===== src/verilog/cpp_defs.vh =====
/*
 * Constants of the preset PDO node: register offsets, field positions,
 * reset values, protocol identifiers and timing figures.
 * Assumes inclusion by bare name from the node's design files.
 */
`ifndef CPP_DEFS_VH
`define CPP_DEFS_VH

// Register offsets on the plain register port.
`define CPP_REG_CTRL 4'h0
`define CPP_REG_STAT 4'h4
`define CPP_REG_PRESET 4'h8
`define CPP_REG_TXCNT 4'hc

// Control register fields and reset value.
`define CPP_CTRL_SEND 0
`define CPP_CTRL_INHIBIT 1
`define CPP_CTRL_RST 2'h0

// Status register fields.
`define CPP_STAT_ERR1 0
`define CPP_STAT_ERR2 1
`define CPP_STAT_OPER 2
`define CPP_STAT_BUSY 3
`define CPP_STAT_NODE 8
`define CPP_STAT_SYNC 13
`define CPP_STAT_HIBYTES 14
`define CPP_STAT_SIGN 15
`define CPP_STAT_RATE 16

// Protocol identifiers and command bytes.
`define CPP_ID_NMT 11'h000
`define CPP_ID_SYNC 11'h080
`define CPP_ID_PDO_SYNC 11'h180
`define CPP_ID_PDO_ASYNC 11'h280
`define CPP_NMT_START 8'h01
`define CPP_NMT_STOP 8'h02
`define CPP_NMT_ALL 8'h00
`define CPP_PDO_DLC 4'h8

// Timing: clock period, power-up settle time and LED pattern step.
`define CPP_CLK_NS 10
`define CPP_INIT_NS 1000000
`define CPP_LED_STEP_NS 100000000

`endif


===== src/verilog/cpp_bcd2bin.v =====
/*
 * Six-digit BCD to 32-bit two's-complement converter, one register deep.
 * Assumes digit inputs already synchronised to clk_i.
 */
`timescale 1ns/100ps

module cpp_bcd2bin (
    // Clock and reset.
    input wire clk_i,
    input wire nrst_i,
    // Digits, most significant in bits 23:20, and sign handling.
    input wire [23:0] digits_i,
    input wire sign_mode_i,
    // Converted value.
    output reg [31:0] value_o
);

    reg [31:0] acc;
    reg [3:0] dig;
    reg neg;
    integer i;

    // Horner evaluation; the leading digit becomes a sign when asked.
    always @* begin
        acc = 32'h0;
        dig = 4'h0;
        neg = sign_mode_i && (digits_i[23:20] != 4'h0);
        for (i = 5; i >= 0; i = i - 1) begin
            dig = digits_i[i*4 +: 4];
            if (dig > 4'h9) begin
                dig = 4'h9; // Illegal codes clamp so the range holds.
            end
            if (i == 5 && sign_mode_i) begin
                dig = 4'h0;
            end
            acc = ((acc << 3) + (acc << 1)) + {28'h0, dig};
        end
        if (neg) begin
            acc = (~acc) + 32'h1;
        end
    end

    // Registered result keeps the long adder chain off the output path.
    always @(posedge clk_i or negedge nrst_i) begin
        if (!nrst_i) begin
            value_o <= 32'h0;
        end else begin
            value_o <= acc;
        end
    end

endmodule


===== src/verilog/cpp_node.v =====
/*
 * Preset PDO node: straps, NMT start, PDO triggering and framing, error
 * tracking with status LED, bit rate selection and a small register port.
 * Assumes a CAN controller on clk_i that delivers received frames as
 * one-cycle strobes and takes a transmit request held until acknowledged.
 */
// Design decisions made here: the register offsets and the address-and-strobe port.
`timescale 1ns/100ps
`include "cpp_defs.vh"

module cpp_node #(
    parameter INIT_CYC = `CPP_INIT_NS / `CPP_CLK_NS,
    parameter LED_STEP_CYC = `CPP_LED_STEP_NS / `CPP_CLK_NS,
    parameter [87:0] RATE_TABLE = {11'd1000, 11'd1000, 11'd500, 11'd250,
                                   11'd125, 11'd50, 11'd20, 11'd10},
    parameter [15:0] LED_PAT_ERR1 = 16'h5555,
    parameter [15:0] LED_PAT_ERR2 = 16'h0505
) (
    // Clock and reset.
    input wire clk_i,
    input wire nrst_i,
    // Switch, thumbwheel and button pins.
    input wire [7:0] dip_addr_i,
    input wire [3:0] dip_rate_i,
    input wire [23:0] thumb_bcd_i,
    input wire enter_i,
    // Received frames from the CAN controller.
    input wire rx_valid_i,
    input wire [10:0] rx_id_i,
    input wire [3:0] rx_dlc_i,
    input wire [63:0] rx_data_i,
    // Transmit request to the CAN controller.
    output reg tx_req_o,
    output reg [10:0] tx_id_o,
    output reg [3:0] tx_dlc_o,
    output reg [63:0] tx_data_o,
    input wire tx_ack_i,
    // Controller error state and bit rate selection.
    input wire err_warn_i,
    input wire err_fatal_i,
    output reg [10:0] bitrate_kbps_o,
    // Front LED.
    output reg led_o,
    // Register port.
    input wire [3:0] reg_addr_i,
    input wire [31:0] reg_wdata_i,
    input wire reg_wr_i,
    input wire reg_rd_i,
    output reg [31:0] reg_rdata_o
);

    localparam [3:0] ST_INIT = 4'b0001;
    localparam [3:0] ST_PREOP = 4'b0010;
    localparam [3:0] ST_OPER = 4'b0100;
    localparam [3:0] ST_SEND = 4'b1000;
    localparam NPIN = 37;

    // Pick one entry of the bit rate table.
    function [10:0] rate_of;
        input [2:0] sel;
        begin
            rate_of = RATE_TABLE[sel*11 +: 11];
        end
    endfunction

    ////////////////////////////////////////////////////////////////////////
    // Pin synchronisers.

    wire [NPIN-1:0] pin_raw;
    reg [NPIN-1:0] pin_s1_q;
    reg [NPIN-1:0] pin_s2_q;
    assign pin_raw = {enter_i, thumb_bcd_i, dip_rate_i, dip_addr_i};

    // Two flops per pin; only the second stage is read anywhere.
    genvar g;
    generate
        for (g = 0; g < NPIN; g = g + 1) begin : g_sync
            always @(posedge clk_i or negedge nrst_i) begin
                if (!nrst_i) begin
                    pin_s1_q[g] <= 1'b0;
                    pin_s2_q[g] <= 1'b0;
                end else begin
                    pin_s1_q[g] <= pin_raw[g];
                    pin_s2_q[g] <= pin_s1_q[g];
                end
            end
        end
    endgenerate

    wire [7:0] dip_addr_s = pin_s2_q[7:0];
    wire [3:0] dip_rate_s = pin_s2_q[11:8];
    wire [23:0] thumb_s = pin_s2_q[35:12];
    wire enter_s = pin_s2_q[36];

    ////////////////////////////////////////////////////////////////////////
    // State, straps and events.

    reg [3:0] state_q;
    reg [31:0] init_cnt_q;
    reg [4:0] node_q;
    reg sync_mode_q;
    reg hi_bytes_q;
    reg sign_mode_q;
    reg [2:0] rate_sel_q;
    reg enter_d1_q;
    reg err1_q;
    reg err2_q;
    reg [1:0] ctrl_q;
    reg soft_send_q;
    reg [31:0] tx_cnt_q;
    wire [31:0] preset;

    wire enter_rise = enter_s && !enter_d1_q;
    wire rx_nmt = rx_valid_i && (rx_id_i == `CPP_ID_NMT) && (rx_dlc_i >= 4'h2);
    wire nmt_mine = (rx_data_i[15:8] == {3'h0, node_q}) ||
                    (rx_data_i[15:8] == `CPP_NMT_ALL);
    wire nmt_start = rx_nmt && nmt_mine && (rx_data_i[7:0] == `CPP_NMT_START);
    wire nmt_stop = rx_nmt && nmt_mine && (rx_data_i[7:0] == `CPP_NMT_STOP);
    wire rx_sync = rx_valid_i && (rx_id_i == `CPP_ID_SYNC);
    wire trig_async = enter_rise || soft_send_q;
    wire trigger = !ctrl_q[`CPP_CTRL_INHIBIT] &&
                   (sync_mode_q ? rx_sync : trig_async);

    cpp_bcd2bin u_conv (
        .clk_i(clk_i),
        .nrst_i(nrst_i),
        .digits_i(thumb_s),
        .sign_mode_i(sign_mode_q),
        .value_o(preset)
    );

    // Enter edge history, read from the settled second stage.
    always @(posedge clk_i or negedge nrst_i) begin
        if (!nrst_i) begin
            enter_d1_q <= 1'b0;
        end else begin
            enter_d1_q <= enter_s;
        end
    end

    // Straps are caught once, after the settle time following reset.
    always @(posedge clk_i or negedge nrst_i) begin
        if (!nrst_i) begin
            init_cnt_q <= 32'h0;
            node_q <= 5'h0;
            sync_mode_q <= 1'b0;
            hi_bytes_q <= 1'b0;
            sign_mode_q <= 1'b0;
            rate_sel_q <= 3'h0;
            bitrate_kbps_o <= 11'h0;
        end else if (state_q == ST_INIT) begin
            init_cnt_q <= init_cnt_q + 32'h1;
            if (init_cnt_q == INIT_CYC[31:0]) begin
                node_q <= dip_addr_s[4:0];
                sync_mode_q <= dip_addr_s[5];
                hi_bytes_q <= dip_addr_s[6];
                sign_mode_q <= dip_rate_s[3];
                rate_sel_q <= dip_rate_s[2:0];
                bitrate_kbps_o <= rate_of(dip_rate_s[2:0]);
            end
        end
    end

    // Node state machine and frame assembly.
    always @(posedge clk_i or negedge nrst_i) begin
        if (!nrst_i) begin
            state_q <= ST_INIT;
            tx_req_o <= 1'b0;
            tx_id_o <= 11'h0;
            tx_dlc_o <= 4'h0;
            tx_data_o <= 64'h0;
            tx_cnt_q <= 32'h0;
        end else begin
            case (state_q)
                ST_INIT: begin
                    if (init_cnt_q == INIT_CYC[31:0]) begin
                        state_q <= ST_PREOP;
                    end
                end
                ST_PREOP: begin
                    if (nmt_start) begin
                        state_q <= ST_OPER;
                    end
                end
                ST_OPER: begin
                    if (nmt_stop) begin
                        state_q <= ST_PREOP;
                    end else if (trigger) begin
                        state_q <= ST_SEND;
                        tx_req_o <= 1'b1;
                        tx_dlc_o <= `CPP_PDO_DLC;
                        tx_id_o <= (sync_mode_q ? `CPP_ID_PDO_SYNC : `CPP_ID_PDO_ASYNC)
                                   + {6'h0, node_q};
                        tx_data_o <= hi_bytes_q ? {preset, 32'h0}
                                                : {32'h0, preset};
                    end
                end
                ST_SEND: begin
                    // Triggers during a pending frame are dropped, not queued.
                    if (tx_ack_i) begin
                        tx_req_o <= 1'b0;
                        tx_cnt_q <= tx_cnt_q + 32'h1;
                        state_q <= nmt_stop ? ST_PREOP : ST_OPER;
                    end
                end
                default: begin
                    state_q <= ST_INIT;
                    tx_req_o <= 1'b0;
                end
            endcase
        end
    end

    ////////////////////////////////////////////////////////////////////////
    // Error flags.

    // Error 1 never clears; error 2 clears on enter, but a set wins.
    always @(posedge clk_i or negedge nrst_i) begin
        if (!nrst_i) begin
            err1_q <= 1'b0;
            err2_q <= 1'b0;
        end else begin
            if (err_fatal_i) begin
                err1_q <= 1'b1;
            end
            if (err_warn_i) begin
                err2_q <= 1'b1;
            end else if (enter_rise) begin
                err2_q <= 1'b0;
            end
        end
    end

    ////////////////////////////////////////////////////////////////////////
    // Front LED.

    reg [31:0] led_cnt_q;
    reg [3:0] led_idx_q;

    // Step through a sixteen-slot pattern; error 1 outranks error 2.
    always @(posedge clk_i or negedge nrst_i) begin
        if (!nrst_i) begin
            led_cnt_q <= 32'h0;
            led_idx_q <= 4'h0;
            led_o <= 1'b0;
        end else begin
            if (led_cnt_q >= LED_STEP_CYC[31:0] - 32'h1) begin
                led_cnt_q <= 32'h0;
                led_idx_q <= led_idx_q + 4'h1;
            end else begin
                led_cnt_q <= led_cnt_q + 32'h1;
            end
            if (err1_q) begin
                led_o <= LED_PAT_ERR1[led_idx_q];
            end else if (err2_q) begin
                led_o <= LED_PAT_ERR2[led_idx_q];
            end else begin
                led_o <= 1'b1;
            end
        end
    end

    ////////////////////////////////////////////////////////////////////////
    // Register port.

    // Writes: inhibit bit persists, send bit is a one-cycle request.
    always @(posedge clk_i or negedge nrst_i) begin
        if (!nrst_i) begin
            ctrl_q <= `CPP_CTRL_RST;
            soft_send_q <= 1'b0;
        end else begin
            soft_send_q <= 1'b0;
            if (reg_wr_i && reg_addr_i == `CPP_REG_CTRL) begin
                ctrl_q <= reg_wdata_i[1:0];
                soft_send_q <= reg_wdata_i[`CPP_CTRL_SEND];
            end
        end
    end

    // Reads answer one cycle later; unmapped offsets read zero.
    always @(posedge clk_i or negedge nrst_i) begin
        if (!nrst_i) begin
            reg_rdata_o <= 32'h0;
        end else if (reg_rd_i) begin
            case (reg_addr_i)
                `CPP_REG_CTRL: reg_rdata_o <= {30'h0, ctrl_q};
                `CPP_REG_STAT: reg_rdata_o <= {13'h0, rate_sel_q, sign_mode_q,
                    hi_bytes_q, sync_mode_q, node_q, 4'h0, tx_req_o,
                    (state_q == ST_OPER) || (state_q == ST_SEND), err2_q, err1_q};
                `CPP_REG_PRESET: reg_rdata_o <= preset;
                `CPP_REG_TXCNT: reg_rdata_o <= tx_cnt_q;
                default: reg_rdata_o <= 32'h0;
            endcase
        end else begin
            reg_rdata_o <= 32'h0;
        end
    end

endmodule


===== config.mk =====
export PLATFORM = sky130hd
export DESIGN_NAME = cpp_node
export DESIGN_NICKNAME = d
export VERILOG_FILES = /design/src/verilog/cpp_bcd2bin.v /design/src/verilog/cpp_node.v
export VERILOG_INCLUDE_DIRS = /design/src /design/src/verilog
export SDC_FILE = /design/constraint.sdc
export NUM_CORES = 1
export LEC_CHECK = 0
export BUFFER_PORTS_ARGS = -buffer_cell sky130_fd_sc_hd__buf_2
export CAP_MARGIN = 20
export CELL_PAD_IN_SITES_DETAIL_PLACEMENT = 1
export CELL_PAD_IN_SITES_GLOBAL_PLACEMENT = 1
export CORE_ASPECT_RATIO = 0.7
export CORE_MARGIN = 10
export CORE_UTILIZATION = 30
export CTS_BUF_LIST = sky130_fd_sc_hd__clkbuf_16
export CTS_CLUSTER_DIAMETER = 30
export DETAILED_ROUTE_END_ITERATION = 10
export GPL_TIMING_DRIVEN = 0
export PLACE_DENSITY_LB_ADDON = 0.1
export SLEW_MARGIN = 20
export SYNTH_ARGS = -nofsm -noshare
export SYNTH_HDL_FRONTEND = slang
export SYNTH_SLANG_ARGS = --single-unit

===== constraint.sdc =====
create_clock -name clk_i -period 9.4 [get_ports clk_i]
set_input_delay 0.94 -clock clk_i [delete_from_list [all_inputs] [get_ports clk_i]]
set_output_delay 0.94 -clock clk_i [all_outputs]
set_load 0.01 [all_outputs]

# Word level (Yosys, flattened, before mapping)
# Memory sizes are Yosys's and may differ from the RTL's.
# Cells that the tools add are included.
[classes]
div = 0
reduce_logical = 26
mul = 1
eq_ne = 18
bitwise_logic = 3
n_lt_le_gt_ge = 9
addsub = 16
shifts = 1
mux = 32
[ops]
columns = ["op", "count"]
rows = [
  ["32-bit by 1-bit adder with 32-bit output (second input constant)", 4],
  ["32-bit case mux with 4 select lines", 1],
  ["32-bit two-way mux", 3],
  ["88-bit by 8-bit variable part select with 11-bit output (first input constant)", 1],
  ["64-bit two-way mux", 1],
  ["4-bit two-way mux", 12],
  ["32-bit adder", 1],
  ["32-bit by 4-bit adder with 32-bit output", 1],
  ["32-bit by 17-bit equality test with 1-bit output (second input constant)", 1],
  ["32-bit by 24-bit >= comparator with 1-bit output (second input constant)", 1],
  ["32-bit inverter", 1],
  ["31-bit adder", 1],
  ["31-bit by 4-bit adder with 31-bit output", 1],
  ["30-bit adder", 1],
  ["30-bit by 4-bit adder with 30-bit output", 1],
  ["29-bit adder", 1],
  ["29-bit by 4-bit adder with 29-bit output", 1],
  ["4-bit greater-than comparator (second input constant)", 6],
  ["4-bit case mux with 4 select lines", 1],
  ["4-bit equality test (second input constant)", 3],
  ["10-bit by 5-bit adder with 11-bit output", 1],
  ["11-bit by 8-bit equality test with 1-bit output (second input constant)", 1],
  ["11-bit zero test", 1],
  ["1-bit two-way mux", 11],
  ["30 further kinds", 49],
]
[word_totals]
rom_bits = 32
memories = 2
elab_cells = 203
output_inout_bits = 124
latch_bits = 0
mem_bits_rw = 0
reg_bits = 346
[mem_list]
columns = ["memory", "words", "word_bits", "read_ports", "rd_ports_with_merged_regs", "write_ports", "line", "source"]
rows = [
  ["(no name shown)", 16, 1, 1, 0, 0, "cpp_node.v:254", "led_o <= LED_PAT_ERR1[led_idx_q];"],
  ["(no name shown)", 16, 1, 1, 0, 0, "cpp_node.v:256", "led_o <= LED_PAT_ERR2[led_idx_q];"],
]

# Logic depth before layout (Yosys ltp)
[depth]
word_depth = 16
mapped_depth = 44
mapped_depth_nobuf = 44

# Cells and area by module
# A second synthesis with hierarchy kept.
[hier_totals]
hier_cells = 1616
area_unflattened_um2 = 17410.4
[by_module_without_submodules]
columns = ["module", "n_inst", "seq_area_each_um2", "cells_per_inst", "area_each_um2"]
rows = [
  ["cpp_node", 1, 7683.6, 1017, 12259.3],
  ["cpp_bcd2bin", 1, 800.8, 599, 5151.2],
]

# Least setup slack after synthesis
# OpenSTA, ideal clock, no wires.
[synth_path]
kind = "reg2reg"
startpoint = "register pin_s2_q[34]"
endpoint = "register u_conv.value_o[23]"
t_required_ps = 9271
setup_slack_ps = 307
arrival_ps = 8964
stages_incl_launch_ff = 42
n_path_buf = 0
cell_sequence = "dfrtp_1 -> or3_1 -> o21ai_0 -> nor2_1 -> ha_1 -> inv_1 -> fa_1 -> xnor2_1 -> ha_1 -> ha_1 -> nand2_1 -> a2bb2oi_1 -> a21oi_1 -> nor2_1 -> xor2_1 -> xnor2_1 -> ha_1 -> a21oi_1 -> (+6 left out) -> ha_1 -> or2_2 -> a21oi_1 -> a31oi_1 -> a21o_1 -> a21oi_1 -> xnor2_1 -> ha_1 -> ha_1 -> a21oi_1 -> nand2_1 -> or3_1 -> o221a_4 -> or4b_2 -> a31oi_1 -> o21ai_2 -> and4bb_4 -> o21ai_2"
[synth_via]
elab_chain_len = 16
word_cells_on_any_way = 18
[synth_rtl]
columns = ["item", "line", "source"]
rows = [
  ["from (decl)", "cpp_node.v:71", "reg [NPIN-1:0] pin_s2_q;"],
  ["from (signal, indexed assignment)", "cpp_node.v:84", "pin_s2_q[g] <= pin_s1_q[g];"],
  ["4-bit greater-than comparator", "cpp_bcd2bin.v:30", "if (dig > 4'h9) begin"],
  ["4-bit two-way mux", "cpp_bcd2bin.v:30", ""],
  ["4-bit two-way mux", "cpp_bcd2bin.v:33", "if (i == 5 && sign_mode_i) begin"],
  ["7-bit by 5-bit adder with 8-bit output", "cpp_bcd2bin.v:36", "acc = ((acc << 3) + (acc << 1)) + {28'h0, dig};"],
  ["8-bit by 4-bit adder with 9-bit output", "cpp_bcd2bin.v:36", ""],
  ["29-bit adder", "cpp_bcd2bin.v:36", ""],
  ["29-bit by 4-bit adder with 29-bit output", "cpp_bcd2bin.v:36", ""],
  ["30-bit adder", "cpp_bcd2bin.v:36", ""],
  ["30-bit by 4-bit adder with 30-bit output", "cpp_bcd2bin.v:36", ""],
  ["31-bit adder", "cpp_bcd2bin.v:36", ""],
  ["31-bit by 4-bit adder with 31-bit output", "cpp_bcd2bin.v:36", ""],
  ["32-bit adder", "cpp_bcd2bin.v:36", ""],
  ["32-bit by 4-bit adder with 32-bit output", "cpp_bcd2bin.v:36", ""],
  ["32-bit inverter", "cpp_bcd2bin.v:39", "acc = (~acc) + 32'h1;"],
  ["32-bit by 1-bit adder with 32-bit output", "cpp_bcd2bin.v:39", ""],
  ["32-bit two-way mux (*)", "cpp_bcd2bin.v:38", "if (neg) begin"],
  ["named net u_conv.acc[23]", "cpp_bcd2bin.v:18", "reg [31:0] acc;"],
  ["to (signal assigned)", "cpp_bcd2bin.v:46", "value_o <= 32'h0;"],
  ["to (signal assigned)", "cpp_bcd2bin.v:48", "value_o <= acc;"],
  ["to (decl)", "cpp_bcd2bin.v:15", "output reg [31:0] value_o"],
]
# The timed path passes the listed nets; every way through them passes the cells marked *.
# A chain may end at the register's enable or synchronous reset.

# Worst setup path in the final report
[layout_path]
startpoint = "register pin_s2_q[34]"
endpoint = "register u_conv.value_o[29]"
# Same word-level chain as after synthesis.

==> flow_summary_export.csv <==
group,metric,value,unit
outcome,status,"finished, final reports clean",
floorplan,io_pins,284,
routing,drt_iter0_markers,709,
cells_and_area,drive_gt1_share,24.08,%
timing,max_freq,0.1113,GHz
routing,routedWlPerCell,18.76,um
min_path,hp-class,"in2async",
setup_path,cp_slowest_cell,"or4b_4",
routing,drc,0,
cts,cts_made_buffers,84,
floorplan,die_h,220.4,um
cells_and_area,final_cell_mix,"dfrtp_1 (337), buf_2 (195), nand2_1 (183), nor2_1 (135), o21ai_0 (107)",
setup_path,startpoint_type,"flop",
timing,slew_violations,0,
global_routing,grt_pass1_wl,84130,um
cells_and_area,final_nets,2294,
synth,ys_ff_latch,339,
global_routing,grt_usage,15.74,%
timing,worst_pin_slew,0.8761,ns
cells_and_area,antenna_cells,0,
cells_and_area,stdcell_count,2826,
placed_design,globalplace.congestion,0.7880,
timing,worst_clock_skew,0.02937,ns
synth,yosysSeqAreaShare,49.30,%
setup_path,rr_startpoint,"pin_s2_q[34]",
synth,synth_cell_types,77,
routing,firstDrtPassIters,6,
global_routing,overflow,0,
setup_path,crit_fanout,9,
cts,tritoncts,"built",
cells_and_area,regArea,8486,um2
routing,routed_via_density,4.792,
global_routing,grt_max_degree,95,
cells_and_area,area_growth,33.90,%
synth,ys_warn_count,0,
placed_design,place_inst,2639,
timing,slew_headroom,41.34,%
synth,async_reset_ff_share,100.0,%
cells_and_area,fillers,6296,
cells_and_area,multi_input_area,8890,um2
floorplan,rows,73,
cells_and_area,layout_commonest_cell,"dfrtp_1",
floorplan,die-area,67500,um2
synth,syn-cell-area,17210,um2
timing,hold_viol,0,
cts,clockBufferDepth,3,
cts,clock_tree.root_cell,"clkbuf_16",
routing,vias,13540,
timing,fin_crit_sh,95.55,%
timing,setup_viol_count_final,0,
placed_design,place_area,19270,um2
setup_path,cpPeakStageDelay,0.48,ns
cells_and_area,final_cell_area,23040,um2
timing,setup_tns,0,ns
setup_path,cp.required,9.85,ns
timing,period_needed,8.981,ns
cts,clkTransAtPathRegs,0.04,ns
global_routing,antenna_found_initial,0,
synth,synthCells,1676,
synth,syn_avg_cell_area,10.27,um2
setup_path,crit_type,"reg2reg",
global_routing,grt_pass1_vias,14630,
placed_design,port_buffers,196,
synth,synth_edf_count,0,
cts,cts.htree.levels,3,
floorplan,fp.dieW,306.3,um
routing,detail-route-antenna-nets,0,
setup_path,critPathCaptureType,"flop",
cts,clock-sinks,339,
placed_design,place_ws,-1.349,ns
job,drv_cap,0,
placed_design,hpwl,39650,um
cts,clk_latency,0.61,ns
setup_path,arrival,9.43,ns
timing,setup_slack,0.4188,ns
setup_path,cp_common_cell,"ha_1",
floorplan,core,56810,um2
setup_path,crit_start,"pin_s2_q[34]",
routing,wl,53010,um
synth,synth_top_flop_cell,"dfrtp_1",
floorplan,start_util,30.29,%
cell usage after synthesis (all sizes together), types with 4 or more instances:
| master | number | area, um2 |
|---|---|---|
| o21a | 15 | 112.6 |
| o21ai | 116 | 588.1 |
| dfrtp | 338 | 8458 |
| nand2 | 185 | 696.9 |
| xnor2 | 111 | 972.2 |
| a21oi | 65 | 325.3 |
| a22oi | 20 | 150.1 |
| and3 | 23 | 143.9 |
| nor2b | 26 | 162.7 |
| buf | 13 | 86.32 |
| a222oi | 12 | 120.1 |
| xor2 | 57 | 499.2 |
| o21bai | 10 | 75.07 |
| nand4 | 28 | 175.2 |
| or3 | 10 | 62.56 |
| mux2 | 21 | 236.5 |
| and2 | 10 | 62.56 |
| o211ai | 6 | 45.04 |
| fa | 9 | 180.2 |
| a31oi | 12 | 75.07 |
| or2 | 8 | 50.05 |
| inv | 58 | 217.7 |
| a31o | 4 | 35.03 |
| and4 | 4 | 35.03 |
| nand2b | 52 | 325.3 |
| nor4b | 5 | 43.79 |
| ha | 117 | 1464 |
| nor3 | 24 | 120.1 |
| nor2 | 140 | 525.5 |
| a211oi | 8 | 77.57 |
| nor4 | 13 | 81.33 |
| a2111oi | 4 | 53.81 |
| clkbuf | 53 | 198.9 |
| a21o | 12 | 90.09 |
| nand3 | 39 | 195.2 |
layer usage:
metal	wire (um)	track usage, %	up-vias
li1	-	-	6495
met1	26330	22.39	6759
met2	23340	23.88	229
met3	2585	3.514	59
met4	746	4.159	0
met5	0	0	-
timing repair:
action                     in CTS  in global routing
hold buffers                    0                  0
cloned                          0                  0
buffers inserted               15                 20
setup endpoints to repair      20                 15
resized for setup              38                 73
pin swaps                      12                 44
per-stage QoR:
stage	utilization [%]	hold WS, ns
2_1_floorplan	-	0.3312
3_3_place_gp	33.76	0.3346
3_5_place_dp	33.93	0.3358
4_1_cts	39.55	0.2881
5_1_grt	40.56	0.3128
6_report	40.56	0.3001
layout make-up:
cell class	instances	share of cell area [%]
tap	750	4.072
sequential	339	36.82
timing repair buffer	234	5.799
clock inverter	70	3.426
inverter	58	0.9447
buffer	64	1.238
multi-input combinational	1227	38.58
clock buffer	84	9.122
path summary, 6_finish.rpt:
path | slack [ns] | end | cells past startpoint
max | 0.42 | u_conv.value_o[29] | 35
min | 0.30 | init_cnt_q[20] | 1
max reg2reg | 0.42 | u_conv.value_o[29] | 35
min reg2reg | 0.33 | pin_s2_q[20] | 0
max in group asynchronous | 8.22 | tx_data_o[15] | 2
min in group clk_i | 0.33 | pin_s2_q[20] | 0
registers in the layout, summed over array words and instances (netlist names), 2 cells and up:
signal and cells:
bitrate_kbps_o 10, ctrl_q 2, dip_addr_s 7, dip_rate_s 4, init_cnt_q 32, led_cnt_q 32, led_idx_q 3, node_q 5
pin_s1_q 36, pin_s2_q 24, rate_sel_q 2, reg_rdata_o 32, state_q 4, tx_cnt_q 32, tx_data_o 64, tx_id_o 8
u_conv.value_o 32
logic make-up (layout without fill, tap and decap cells):
family                     Yosys count  after routing  synth area share [%]
AOI/OAI and AO/OA                  311            311                 11.68
xor gates and xnor gates           168            168                 8.550
adders and majority gates          126            126                 9.553
buffers and inverters              124            510                 2.923
DFF                                339            339                 49.30
muxes                               23             23                 1.490
other                                1             15               0.02179
and+or+nand+nor                    584            584                 16.49
worst max-delay path, delay by kind of cell (launching register included):
kind | cells | cell delay [ns]
XOR/XNOR | 3 | 0.49
buffers and inverters | 2 | 0.25
AO/OA/AOI/OAI | 12 | 2.71
flip-flops | 1 | 0.42
AND/OR/NAND/NOR | 8 | 1.93
adder cells (fa/ha/maj) | 10 | 3.06
Power is left out: the tool's default activity adds up to more than one toggle a clock period on the data nets, which glitch-free logic cannot reach.
